**src/common/dcf_regs.svh**
```systemverilog
// Constants of one programmable-flag FIFO channel: sizes, offset
// register sequence positions, reset defaults of the offset bytes.
// Included by the package and the design files; guarded, so a repeat
// include is harmless. Holds definitions and nothing else.
`ifndef DCF_REGS_SVH
`define DCF_REGS_SVH

// Storage size; the address width must match the depth
`define DCF_DEPTH      256
`define DCF_AW         8
`define DCF_DW         9
`define DCF_OFFW       8

// Position of each offset register in the load/readback sequence
`define DCF_SEQ_EMPTY_LO  2'h0
`define DCF_SEQ_EMPTY_HI  2'h1
`define DCF_SEQ_FULL_LO   2'h2
`define DCF_SEQ_FULL_HI   2'h3
`define DCF_SEQ_COUNT     4

// Default offsets: 7 words for both programmable flags
`define DCF_EMPTY_LO_DEF  8'h07
`define DCF_EMPTY_HI_DEF  8'h00
`define DCF_FULL_LO_DEF   8'h07
`define DCF_FULL_HI_DEF   8'h00

// Output data register after reset
`define DCF_DOUT_DEF      9'h000

`endif

```
**src/common/dcf_pkg.sv**
```systemverilog
// Types shared by the FIFO channel, its memory and their interface.
// Expects dcf_regs.svh on the include path.
`include "dcf_regs.svh"

package dcf_pkg;
  typedef logic [`DCF_AW:0]     dcf_ptr_t;   // Pointer with wrap bit
  typedef logic [`DCF_AW-1:0]   dcf_addr_t;
  typedef logic [`DCF_DW-1:0]   dcf_word_t;
  typedef logic [`DCF_OFFW-1:0] dcf_byte_t;
  typedef logic [1:0]           dcf_sel_t;   // Offset sequence position

  // Configuration caught while reset is held
  typedef enum logic {
    MODE_PROG_FLAGS,
    MODE_TWO_WE
  } dcf_mode_e;
endpackage

```
**src/common/dcf_mem_if.sv**
```systemverilog
// Carrier between the channel control logic and its storage array.
// Both ends run on clk_sys.
`timescale 1ns/10ps
interface dcf_mem_if;
  import dcf_pkg::*;
  logic      wrEn;
  dcf_addr_t wrAddr;
  dcf_word_t wrData;
  logic      rdEn;
  dcf_addr_t rdAddr;
  dcf_word_t rdData;

  modport ctrl  (output wrEn, wrAddr, wrData, rdEn, rdAddr,
                 input  rdData);
  modport store (input  wrEn, wrAddr, wrData, rdEn, rdAddr,
                 output rdData);
endinterface

```
**src/hdl/dcf_mem.sv**
```systemverilog
// Storage array of the FIFO channel, one write and one read port.
// Read data come out of a register one clk_sys cycle after rdEn.
`timescale 1ns/10ps
`include "dcf_regs.svh"
module dcf_mem
  import dcf_pkg::*;
(
  input  wire logic clk_sys,   // System clock
  dcf_mem_if.store  bus        // Port from the control logic
);
  dcf_word_t store [`DCF_DEPTH];

  // No reset on the array; contents are only read after a write
  always_ff @(posedge clk_sys)
  begin
    if (bus.wrEn)
      store[bus.wrAddr] <= bus.wrData;
  end

  // Registered read port
  always_ff @(posedge clk_sys)
  begin
    if (bus.rdEn)
      bus.rdData <= store[bus.rdAddr];
  end
endmodule

```
**src/hdl/dcf_top.sv**
```systemverilog
// One programmable-flag FIFO channel with write and read clock pins.
// Assumes the write and read clock pins are synchronous inputs to
// clk_sys and each stays high and low for at least one clk_sys cycle.
//
// Summary of operation
// - Reset low sets read and write pointers to location zero.
// - Reset drives full flags high, empty flags low.
// - Reset zeroes the output register and restores offset defaults.
// - Writes and full-side flags act on the write clock rising edge.
// - Write and read clocks may be unrelated or the same clock.
// - Flag mode: first write enable low stores the word in sequence.
// - Without a write enable nothing is stored.
// - Full flag low blocks writes; a read later releases it.
// - Both read enables low move the next word to the output.
// - Either read enable high holds output and read pointer.
// - Empty flag low blocks reads; a write later releases it.
// - Output enable low drives the data bus, high floats it.
// - Second-enable/load pin sampled during reset selects the mode.
// - Two-enable mode writes only with first low and second high.
// - Four 8-bit offset registers, loadable and readable.
// - Load low with write enable low loads offsets in wrapping order.
// - Load high resumes normal work; sequence position is kept.
// - Load low with reads enabled reads offsets back in same order.
// - Unprogrammed empty and full offsets are both seven.
// - Almost-full goes low at depth minus full offset words.
// - Almost-empty is low while word count is at most empty offset.
// - Full after exactly depth writes; depth is 256 here.
`timescale 1ns/10ps
`include "dcf_regs.svh"
module dcf_top
  import dcf_pkg::*;
(
  input  wire logic      clk_sys,                 // 20 MHz clock
  input  wire logic      resetn,                  // Async reset, low
  input  wire logic      writeClock,              // Write clock pin
  input  wire logic      readClock,               // Read clock pin
  input  wire dcf_word_t writeDataIn,             // Data to store
  input  wire logic      writeEnableFirstN,       // Write enable, low
  input  wire logic      writeEnableSecondOrLoad, // Enable 2 / load_n
  input  wire logic      readEnableFirstN,        // Read enable, low
  input  wire logic      readEnableSecondN,       // Read enable, low
  input  wire logic      outputDriveEnableN,      // Bus drive, low
  output dcf_word_t      readDataOut,             // Output register
  output logic           readDataOutEn,           // Bus driven when 1
  output logic           fullFlagN,               // Full, low
  output logic           emptyFlagN,              // Empty, low
  output logic           almostFullFlagN,         // Almost full, low
  output logic           almostEmptyFlagN         // Almost empty, low
);

  // Effective offset: byte pair cut to the pointer's address width
  function automatic dcf_ptr_t effOffset(input dcf_byte_t lo,
                                         input dcf_byte_t hi);
    logic [2*`DCF_OFFW-1:0] pair;
    pair = {hi, lo};
    return {1'b0, pair[`DCF_AW-1:0]};
  endfunction

  // Reset value of each offset register by sequence position
  function automatic dcf_byte_t offDefault(input int idx);
    case (idx)
      0:       return `DCF_EMPTY_LO_DEF;
      1:       return `DCF_EMPTY_HI_DEF;
      2:       return `DCF_FULL_LO_DEF;
      default: return `DCF_FULL_HI_DEF;
    endcase
  endfunction

  localparam dcf_ptr_t DepthCount = dcf_ptr_t'(`DCF_DEPTH);

  logic      writeClockPrev;
  logic      readClockPrev;
  logic      wrRise;
  logic      rdRise;
  dcf_mode_e mode;
  logic      progMode;
  logic      offLoadReq;
  logic      dataWrReq;
  logic      readBoth;
  logic      offReadReq;
  logic      doWrite;
  logic      doOffLoad;
  logic      doRead;
  logic      doOffRead;
  logic      readPend;
  dcf_ptr_t  wrPtr;
  dcf_ptr_t  rdPtr;
  dcf_ptr_t  next_wrPtr;
  dcf_ptr_t  next_rdPtr;
  dcf_ptr_t  wrCount;
  dcf_ptr_t  rdCount;
  dcf_ptr_t  emptyOff;
  dcf_ptr_t  fullOff;
  dcf_ptr_t  afThreshold;
  dcf_sel_t  wrSeq;
  dcf_sel_t  rdSeq;
  dcf_byte_t offReg [`DCF_SEQ_COUNT];

  dcf_mem_if memBus ();

  // Rising edges of the clock pins, seen in the clk_sys domain; any
  // phase relation between them works, including one shared clock
  assign wrRise = writeClock & ~writeClockPrev;
  assign rdRise = readClock & ~readClockPrev;

  always_ff @(posedge clk_sys or negedge resetn)
  begin
    if (!resetn)
    begin
      writeClockPrev <= 1'b0;
      readClockPrev  <= 1'b0;
    end
    else
    begin
      writeClockPrev <= writeClock;
      readClockPrev  <= readClock;
    end
  end

  // Mode pin is caught on every clock while reset is low, so the
  // value present when reset releases is the one that sticks
  always_ff @(posedge clk_sys)
  begin
    if (!resetn)
      mode <= writeEnableSecondOrLoad ? MODE_TWO_WE
                                      : MODE_PROG_FLAGS;
  end

  assign progMode = (mode == MODE_PROG_FLAGS);

  // Write side decode; the pin reads as enable 2 or as load_n
  assign offLoadReq = progMode && !writeEnableFirstN
                      && !writeEnableSecondOrLoad;
  assign dataWrReq  = progMode ? (!writeEnableFirstN
                                  && writeEnableSecondOrLoad)
                               : (!writeEnableFirstN
                                  && writeEnableSecondOrLoad);
  assign doWrite    = wrRise && dataWrReq && fullFlagN;
  assign doOffLoad  = wrRise && offLoadReq;

  // Read side decode; offset readback replaces data reads
  assign readBoth   = !readEnableFirstN && !readEnableSecondN;
  assign offReadReq = progMode && !writeEnableSecondOrLoad
                      && readBoth;
  assign doOffRead  = rdRise && offReadReq;
  assign doRead     = rdRise && readBoth && !offReadReq
                      && emptyFlagN;

  // Pointer arithmetic and occupancy seen by each side
  assign next_wrPtr  = wrPtr + dcf_ptr_t'(doWrite);
  assign next_rdPtr  = rdPtr + dcf_ptr_t'(doRead);
  assign wrCount     = next_wrPtr - rdPtr;
  assign rdCount     = wrPtr - next_rdPtr;
  assign emptyOff    = effOffset(offReg[`DCF_SEQ_EMPTY_LO],
                                 offReg[`DCF_SEQ_EMPTY_HI]);
  assign fullOff     = effOffset(offReg[`DCF_SEQ_FULL_LO],
                                 offReg[`DCF_SEQ_FULL_HI]);
  assign afThreshold = DepthCount - fullOff;

  // Storage port connections
  assign memBus.wrEn   = doWrite;
  assign memBus.wrAddr = wrPtr[`DCF_AW-1:0];
  assign memBus.wrData = writeDataIn;
  assign memBus.rdEn   = doRead;
  assign memBus.rdAddr = rdPtr[`DCF_AW-1:0];

  dcf_mem uMem (
    .clk_sys (clk_sys),
    .bus     (memBus.store)
  );

  // Pointers; only the matching edge moves each one
  always_ff @(posedge clk_sys or negedge resetn)
  begin
    if (!resetn)
    begin
      wrPtr <= '0;
      rdPtr <= '0;
    end
    else
    begin
      wrPtr <= next_wrPtr;
      rdPtr <= next_rdPtr;
    end
  end

  // Full-side flags change only on a write clock edge. Both pointers
  // live in one domain and flags come from flip-flops, so no glitch.
  always_ff @(posedge clk_sys or negedge resetn)
  begin
    if (!resetn)
    begin
      fullFlagN       <= 1'b1;
      almostFullFlagN <= 1'b1;
    end
    else if (wrRise)
    begin
      fullFlagN       <= !(wrCount == DepthCount);
      almostFullFlagN <= !(wrCount >= afThreshold);
    end
  end

  // Empty-side flags change only on a read clock edge; a write seen
  // in the same cycle shows at the following read edge
  always_ff @(posedge clk_sys or negedge resetn)
  begin
    if (!resetn)
    begin
      emptyFlagN       <= 1'b0;
      almostEmptyFlagN <= 1'b0;
    end
    else if (rdRise)
    begin
      emptyFlagN       <= !(rdCount == '0);
      almostEmptyFlagN <= !(rdCount <= emptyOff);
    end
  end

  // Offset registers, one process each, loaded at the write sequence
  genvar g;
  generate
    for (g = 0; g < `DCF_SEQ_COUNT; g++)
    begin : gOffset
      // Elaboration-time constant keeps the reset branch a plain value
      localparam dcf_byte_t ResetByte = offDefault(g);
      always_ff @(posedge clk_sys or negedge resetn)
      begin
        if (!resetn)
          offReg[g] <= ResetByte;
        else if (doOffLoad && wrSeq == dcf_sel_t'(g))
          offReg[g] <= writeDataIn[`DCF_OFFW-1:0];
      end
    end
  endgenerate

  // Sequence positions survive leaving load mode; wrap after four
  always_ff @(posedge clk_sys or negedge resetn)
  begin
    if (!resetn)
    begin
      wrSeq <= `DCF_SEQ_EMPTY_LO;
      rdSeq <= `DCF_SEQ_EMPTY_LO;
    end
    else
    begin
      if (doOffLoad)
        wrSeq <= wrSeq + 2'h1;
      if (doOffRead)
        rdSeq <= rdSeq + 2'h1;
    end
  end

  // Storage read data land one cycle after the read is issued
  always_ff @(posedge clk_sys or negedge resetn)
  begin
    if (!resetn)
      readPend <= 1'b0;
    else
      readPend <= doRead;
  end

  // Output register: offsets read back at once, data via the array;
  // two sources never collide as read edges are two cycles apart
  always_ff @(posedge clk_sys or negedge resetn)
  begin
    if (!resetn)
      readDataOut <= `DCF_DOUT_DEF;
    else if (doOffRead)
      readDataOut <= {1'b0, offReg[rdSeq]};
    else if (readPend)
      readDataOut <= memBus.rdData;
  end

  // Bus drive enable, registered so the output comes from a flop
  always_ff @(posedge clk_sys or negedge resetn)
  begin
    if (!resetn)
      readDataOutEn <= 1'b0;
    else
      readDataOutEn <= !outputDriveEnableN;
  end
endmodule

```
**config.mk**
```make
export PLATFORM = sky130hd
export DESIGN_NAME = dcf_top
export DESIGN_NICKNAME = d
export VERILOG_FILES = /design/src/common/dcf_pkg.sv /design/src/common/dcf_mem_if.sv /design/src/hdl/dcf_mem.sv /design/src/hdl/dcf_top.sv
export VERILOG_INCLUDE_DIRS = /design/src /design/src/common
export SDC_FILE = /design/constraint.sdc
export NUM_CORES = 2
export LEC_CHECK = 0
export CORE_MARGIN = 3
export CORE_UTILIZATION = 45
export CTS_CLUSTER_SIZE = 12
export DETAILED_ROUTE_END_ITERATION = 8
export DONT_BUFFER_PORTS = 1
export HOLD_SLACK_MARGIN = 0.05
export SYNTH_ARGS = -nofsm -noshare
export SYNTH_HDL_FRONTEND = slang
export SYNTH_SLANG_ARGS = --single-unit
```
**constraint.sdc**
```tcl
create_clock -name clk_sys -period 5.17 [get_ports clk_sys]
set_input_delay 0.2585 -clock clk_sys [delete_from_list [all_inputs] [get_ports clk_sys]]
set_output_delay 0.2585 -clock clk_sys [all_outputs]
set_load 0.05 [all_outputs]
```
* Word-level counts from Yosys, hierarchy flattened
Memory sizes are Yosys's and may differ from the RTL's. A register that Yosys moved wholly into a read port is not among the register bits. Index checks and enable logic that the tools add are counted.
Word-level totals: output and inout port bits 14, register bits 72, RAM bits 2304, memories kept 1, bits of input ports 18, word-level logic and storage cells 77
Memory list:
- uMem.store | depth 256, bits a word 9, read ports 1, clocked after memory_dff 1, wr ports 1, line dcf_mem.sv:11 | dcf_word_t store [`DCF_DEPTH];
Operators by class: add/sub/neg operators 7, reduce and logical (&&, ||, !) cells 30, bitwise gates (word level) 6, equal/unequal tests 4, $lt $le $gt $ge 3, mux-type cells 8
Operator list (number):
- $add 9x1->9 | 2
- $mux 9 | 2
- $sub 9x9->9 | 2
- $logic_and 1x1->1 | 17
- $bmux 8 s2 | 1
- $mux 8 | 2
- $logic_not 1->1 | 10
- $eq 9x9->1 const B | 1
- $ge 9x9->1 | 1
- $le 9x8->1 | 1
- $logic_not 9->1 | 1
- $sub 9x8->9 const A | 1
- $add 2x1->2 const B | 2
- $eq 2x2->1 const B | 2
- $ge 3x3->1 const B | 1
- $mux 1 | 3
- $not 1->1 | 3
- $not 2->3 | 1
- $and 1x1->1 | 2
- $eq 2x1->1 const B | 1
- $logic_not 2->1 | 1
- $reduce_bool 2->1 | 1

* Depth between registers and ports, before layout
depth in word-level cells 10, mapped depth 20, depth with buffers taken out 20

* Modules after synthesis
Synthesis repeated with hierarchy kept, for this count alone.
Second synthesis, totals: cells, all modules 4622, area, all modules 93689.9 sq um
Modules (own cells, without submodules):
- dcf_mem | sequential area each 69456.6 sq um, times used 1, area an instance 89368.2 sq um, cells each 4237
- dcf_top | sequential area each 1816.7 sq um, times used 1, area an instance 4321.6 sq um, cells each 385

* Worst setup path before layout
OpenSTA, ideal clock, no wires.
path type flip-flop to flip-flop, start register readClockPrev, end register almostEmptyFlagN, slack 1282 ps, data required time 5032 ps, setup time 138 ps, stages on the path, launching flop included 21, arrival time 3750 ps, clock period less this slack 3888 ps, path buffers 0, path through dfrtp_1 nor2b_1 nor3b_1 and3b_1 ha_1 ha_1 inv_1 ha_1 nor2b_1 o21ai_0 a21boi_0 o21ai_0 nor2b_1 xnor2_1 ha_1 a21oi_1 o21ai_0 a21oi_1 nor2b_1 o22ai_1 a31oi_1
Between the ends: cells in the longest elaborated chain, start to end 9
Ends and longest elaborated chain:
- from (decl) | line dcf_top.sv:72 | logic readClockPrev;
- from (signal assigned) | line dcf_top.sv:116 | readClockPrev <= readClock;
- $not 1->1 | line dcf_top.sv:104 | assign rdRise = readClock & ~readClockPrev;
- $and 1x1->1 | line dcf_top.sv:104
- $logic_and 1x1->1 (2 in a row) | line dcf_top.sv:146 | assign doRead = rdRise && readBoth && !offReadReq
- $logic_and 1x1->1 | line dcf_top.sv:147 | && emptyFlagN;
- net doRead | line dcf_top.sv:83 | logic doRead;
- $add 9x1->9 | line dcf_top.sv:151 | assign next_rdPtr = rdPtr + dcf_ptr_t'(doRead);
- net next_rdPtr[1] | line dcf_top.sv:89 | dcf_ptr_t next_rdPtr;
- $sub 9x9->9 | line dcf_top.sv:153 | assign rdCount = wrPtr - next_rdPtr;
- $le 9x8->1 | line dcf_top.sv:215 | almostEmptyFlagN <= !(rdCount <= emptyOff);
- $logic_not 1->1 | line dcf_top.sv:215
- to (signal assigned) | line dcf_top.sv:215
- to (decl) | line dcf_top.sv:48 | output logic almostEmptyFlagN
The timed path passes the listed nets, and every way through them passes these cells. A chain may end at the register's enable or synchronous reset.

* Worst setup path in the final report
start input readClock, end register almostEmptyFlagN
Between the ends: cells in the longest elaborated chain, start to end 8
Ends and longest elaborated chain:
- from (decl) | line dcf_top.sv:36 | input wire logic readClock,
- $and 1x1->1 | line dcf_top.sv:104
- $logic_and 1x1->1 (2 in a row) | line dcf_top.sv:146
- $logic_and 1x1->1 | line dcf_top.sv:147
- net doRead | line dcf_top.sv:83
- $add 9x1->9 | line dcf_top.sv:151
- net next_rdPtr[1] | line dcf_top.sv:89
- $sub 9x9->9 | line dcf_top.sv:153
- $le 9x8->1 | line dcf_top.sv:215
- $logic_not 1->1 | line dcf_top.sv:215
The timed path passes the listed nets, and every way through them passes these cells.

==> results.sh <==
export IMPL_whs_ns=-0.00230
export IMPL_synth_top_area_cell="edfxtp_1"
export IMPL_cts_buffer_depth=3
export IMPL_p_per_area_nw_per_um2=477
export IMPL_synthTopCellsByArea="edfxtp_1 73%, mux4_2 10%, mux2i_1 3.6%"
export IMPL_worstSetupPathType="in2reg"
export IMPL_sequentialPowerShare_pct=43.2
export IMPL_critPathLaunchType="input port"
export IMPL_synth_area_um2=94500
export IMPL_syn_num_nets=4786
export IMPL_drt_pre_antenna_iters=7
export IMPL_ant_nets=0
export IMPL_clock_skew_ns=0.0604
export IMPL_path_cells="dlygate4sd3_1, dlygate4sd3_1, nor2b_2, nor3b_1, dlygate4sd3_1, and3b_1, ha_2, ha_1, inv_1, ha_1, nor2b_1, o21ai_0, a21boi_0, o21ai_0, nor2b_1, xnor2_1, ha_1, a21oi_1, o21ai_0, a21oi_1, nor2b_1, o22ai_1, a31oi_1"
export IMPL_die_w_um=464
export IMPL_period_needed_ns=4.80
export IMPL_overflow=0
export IMPL_synth_common_cells="2314 x edfxtp_1, 437 x mux4_2, 344 x mux2i_1"
export IMPL_cts_sinks=2385
export IMPL_ys_types=69
export IMPL_place_ws_ns=0.714
export IMPL_drc=0
export IMPL_power_total_mw=50.8
export IMPL_ir_drop_mv=0.364
export IMPL_worst_path_buf_inv=4
export IMPL_yosysMostFrequentCell="edfxtp_1"
export IMPL_synth_seq_cells=2385
export IMPL_cp_slowest_cell="dlygate4sd3_1"
export IMPL_hold_viol=3
export IMPL_initial_core_util_pct=45.5
export IMPL_clk_pin_slew_ns=0.06
export IMPL_area_growth_pct=12.6
export IMPL_seq_area_frac_synth_pct=75.4
export IMPL_num_vias=48700
export IMPL_critical_path_max_stage_delay_ns=0.62
export IMPL_p_int_mw=35.6
export IMPL_cts_setup_buffers=0
export IMPL_grt_first_pass_wirelength_um=370000
export IMPL_die_area_um2=216000
export IMPL_crit_family="buffers and inverters"
export IMPL_rows=167
export IMPL_cts_tree="yes"
export IMPL_setup_slack_ns=0.370
export IMPL_place_congestion=0.856
export IMPL_fp_dieH_um=464
export IMPL_worstPathArrival_ns=5.52
export IMPL_synth_edf_count=2314
export IMPL_n_fill_cell=16500
export IMPL_numCtsBuffers=238
export IMPL_antenna_found_initial=7
export IMPL_synthFlopType="edfxtp_1"
export IMPL_power_switching_mw=15.2
export IMPL_cellLeakagePower_nw=34.4
export IMPL_finalSetupViolCount=0
export IMPL_grtUsageTotal_pct=24.0
export IMPL_layout_drive_gt1_share_pct=22.4
export IMPL_cap_violations=0
export IMPL_switching_share_pct=30.0
export IMPL_first_iter_violations=6367
export IMPL_dp_hpwl_um=152000
export IMPL_synth_top_area_share_pct=73.5
export IMPL_grt_max_degree=261
export IMPL_slew_viol_final=100
export IMPL_vias_per_cell=6.08
export IMPL_slew_headroom_pct=-6.89
export IMPL_core_area_um2=208000
export IMPL_worstHoldPathType="in2reg"
export IMPL_synthArstFlopShare_pct=2.98
export IMPL_clk_insertion_delay_late_ns=0.89
export IMPL_violations="hold timing, slew limit"
export IMPL_grt_pass1_vias=48300
export IMPL_cp_max_fo=5
export IMPL_portBuffers=0
export IMPL_root_buffer="clkbuf_16"
export IMPL_io_pins=32
export IMPL_max_freq_ghz=0.208
export IMPL_comb_power_share_pct=25.8
export IMPL_cp_end_kind="flop"
export IMPL_status="complete, but fails checks"
export IMPL_htreeDepth=4
export IMPL_synthCells=4723
export IMPL_fin_nets=5120
export IMPL_post_route_period_util_pct=92.8
export IMPL_cp_required_ns=5.89
export IMPL_drt_wirelength_per_cell_um=32.5
export IMPL_drt_wl_total_um=260000
export IMPL_ys_warn_count=0
export IMPL_syn_area_per_cell_um2=20.0
export IMPL_timing_setup_tns_ns=0
export IMPL_tightest_slew_ns=1.60
export IMPL_pwr_share_clk_pct=31.0
-- cells in the final DEF, fill, tap and decap left out, types with 61 or more instances in the layout --
cell	count
clkbuf_16	239
nor2_1	316
a21oi_1	116
buf_4	326
clkbuf_1	80
mux4_2	437
edfxtp_1	2314
nand2_1	117
o221ai_1	77
o21ai_0	61
mux2i_1	344
-- metal layers --
layer	wire, um	vias to the layer above	track usage (%)
met2	122000	2374	37.0
met3	23200	412	5.04
li1	-	20100	-
met5	0	-	0
met1	105000	25900	34.1
met4	9500	0	8.55
-- stage by stage --
stage          util [%]  cells  cell area, um^2
2_1_floorplan         -   4723            94500
3_3_place_gp       47.7   7581            99100
3_5_place_dp       47.7   7581            99100
4_1_cts            51.2   8004           106000
5_1_grt            51.2   8006           106000
6_report           51.2   8008           106000
-- path summary, 6_finish.rpt --
check / startpoint / to / slack, ns / cells past startpoint
max: readClock / almostEmptyFlagN / 0.37 / 23
max in group asynchronous: resetn / rdPtr[2] / 4.23 / 4
max reg2reg: readClockPrev / almostEmptyFlagN / 0.51 / 21
min in group asynchronous: resetn / fullOff[0] / 0.58 / 3
min: writeDataIn[4] / uMem.store[233][4] / -0.002 / 1
min reg2reg: offReg[0] / offReg[0] / 0.50 / 1
-- flip-flops by register name, summed over array words and instances, names as in the netlist, 2 cells and up --
register / flops
uMem.store: 2304
readDataOut: 9
wrPtr: 9
rdSeq: 2
uMem.bus.rdData: 9
rdPtr: 9
wrSeq: 2
fullOff: 8
offReg: 16
emptyOff: 8
-- power by group through the flow --
stage | Combinational [mW] | Sequential (mW) | Clock (mW)
global placement | 12.8 | 22.3 | 0
detailed placement | 12.8 | 22.3 | 0
global route | 13.8 | 21.9 | 16.8
floorplan | 9.17 | 22.0 | 0
finish | 13.1 | 21.9 | 15.8
CTS | 13.2 | 21.9 | 16.0
-- final cells by class --
type / count / area, um^2 / share of cell area [%]
Timing Repair Buffer: 368 / 3240 / 3.04
Antenna cell: 3 / 7.51 / 0.00705
Clock inverter: 79 / 641 / 0.602
Clock buffer: 321 / 6310 / 5.92
Tap cell: 2788 / 3490 / 3.28
Sequential cell: 2385 / 71300 / 66.9
Multi-Input combinational cell: 2025 / 21400 / 20.1
Inverter: 39 / 156 / 0.147
-- repair_timing --
item	CTS	global route
setup endpoints to repair	0	1
endpoints found under the hold margin	2444	4
gates resized for setup	0	2
hold buffers	23	1
-- cells by family after synthesis --
kind of cell               synth area share, %
AOI/OAI and AO/OA                         3.61
xor gates and xnor gates                 0.333
adders and majority gates                0.611
buffers and inverters                     2.11
DFF                                       75.4
muxes                                     15.2
and+or+nand+nor                           2.72
No activity file was read; power rests on OpenSTA's default activity.
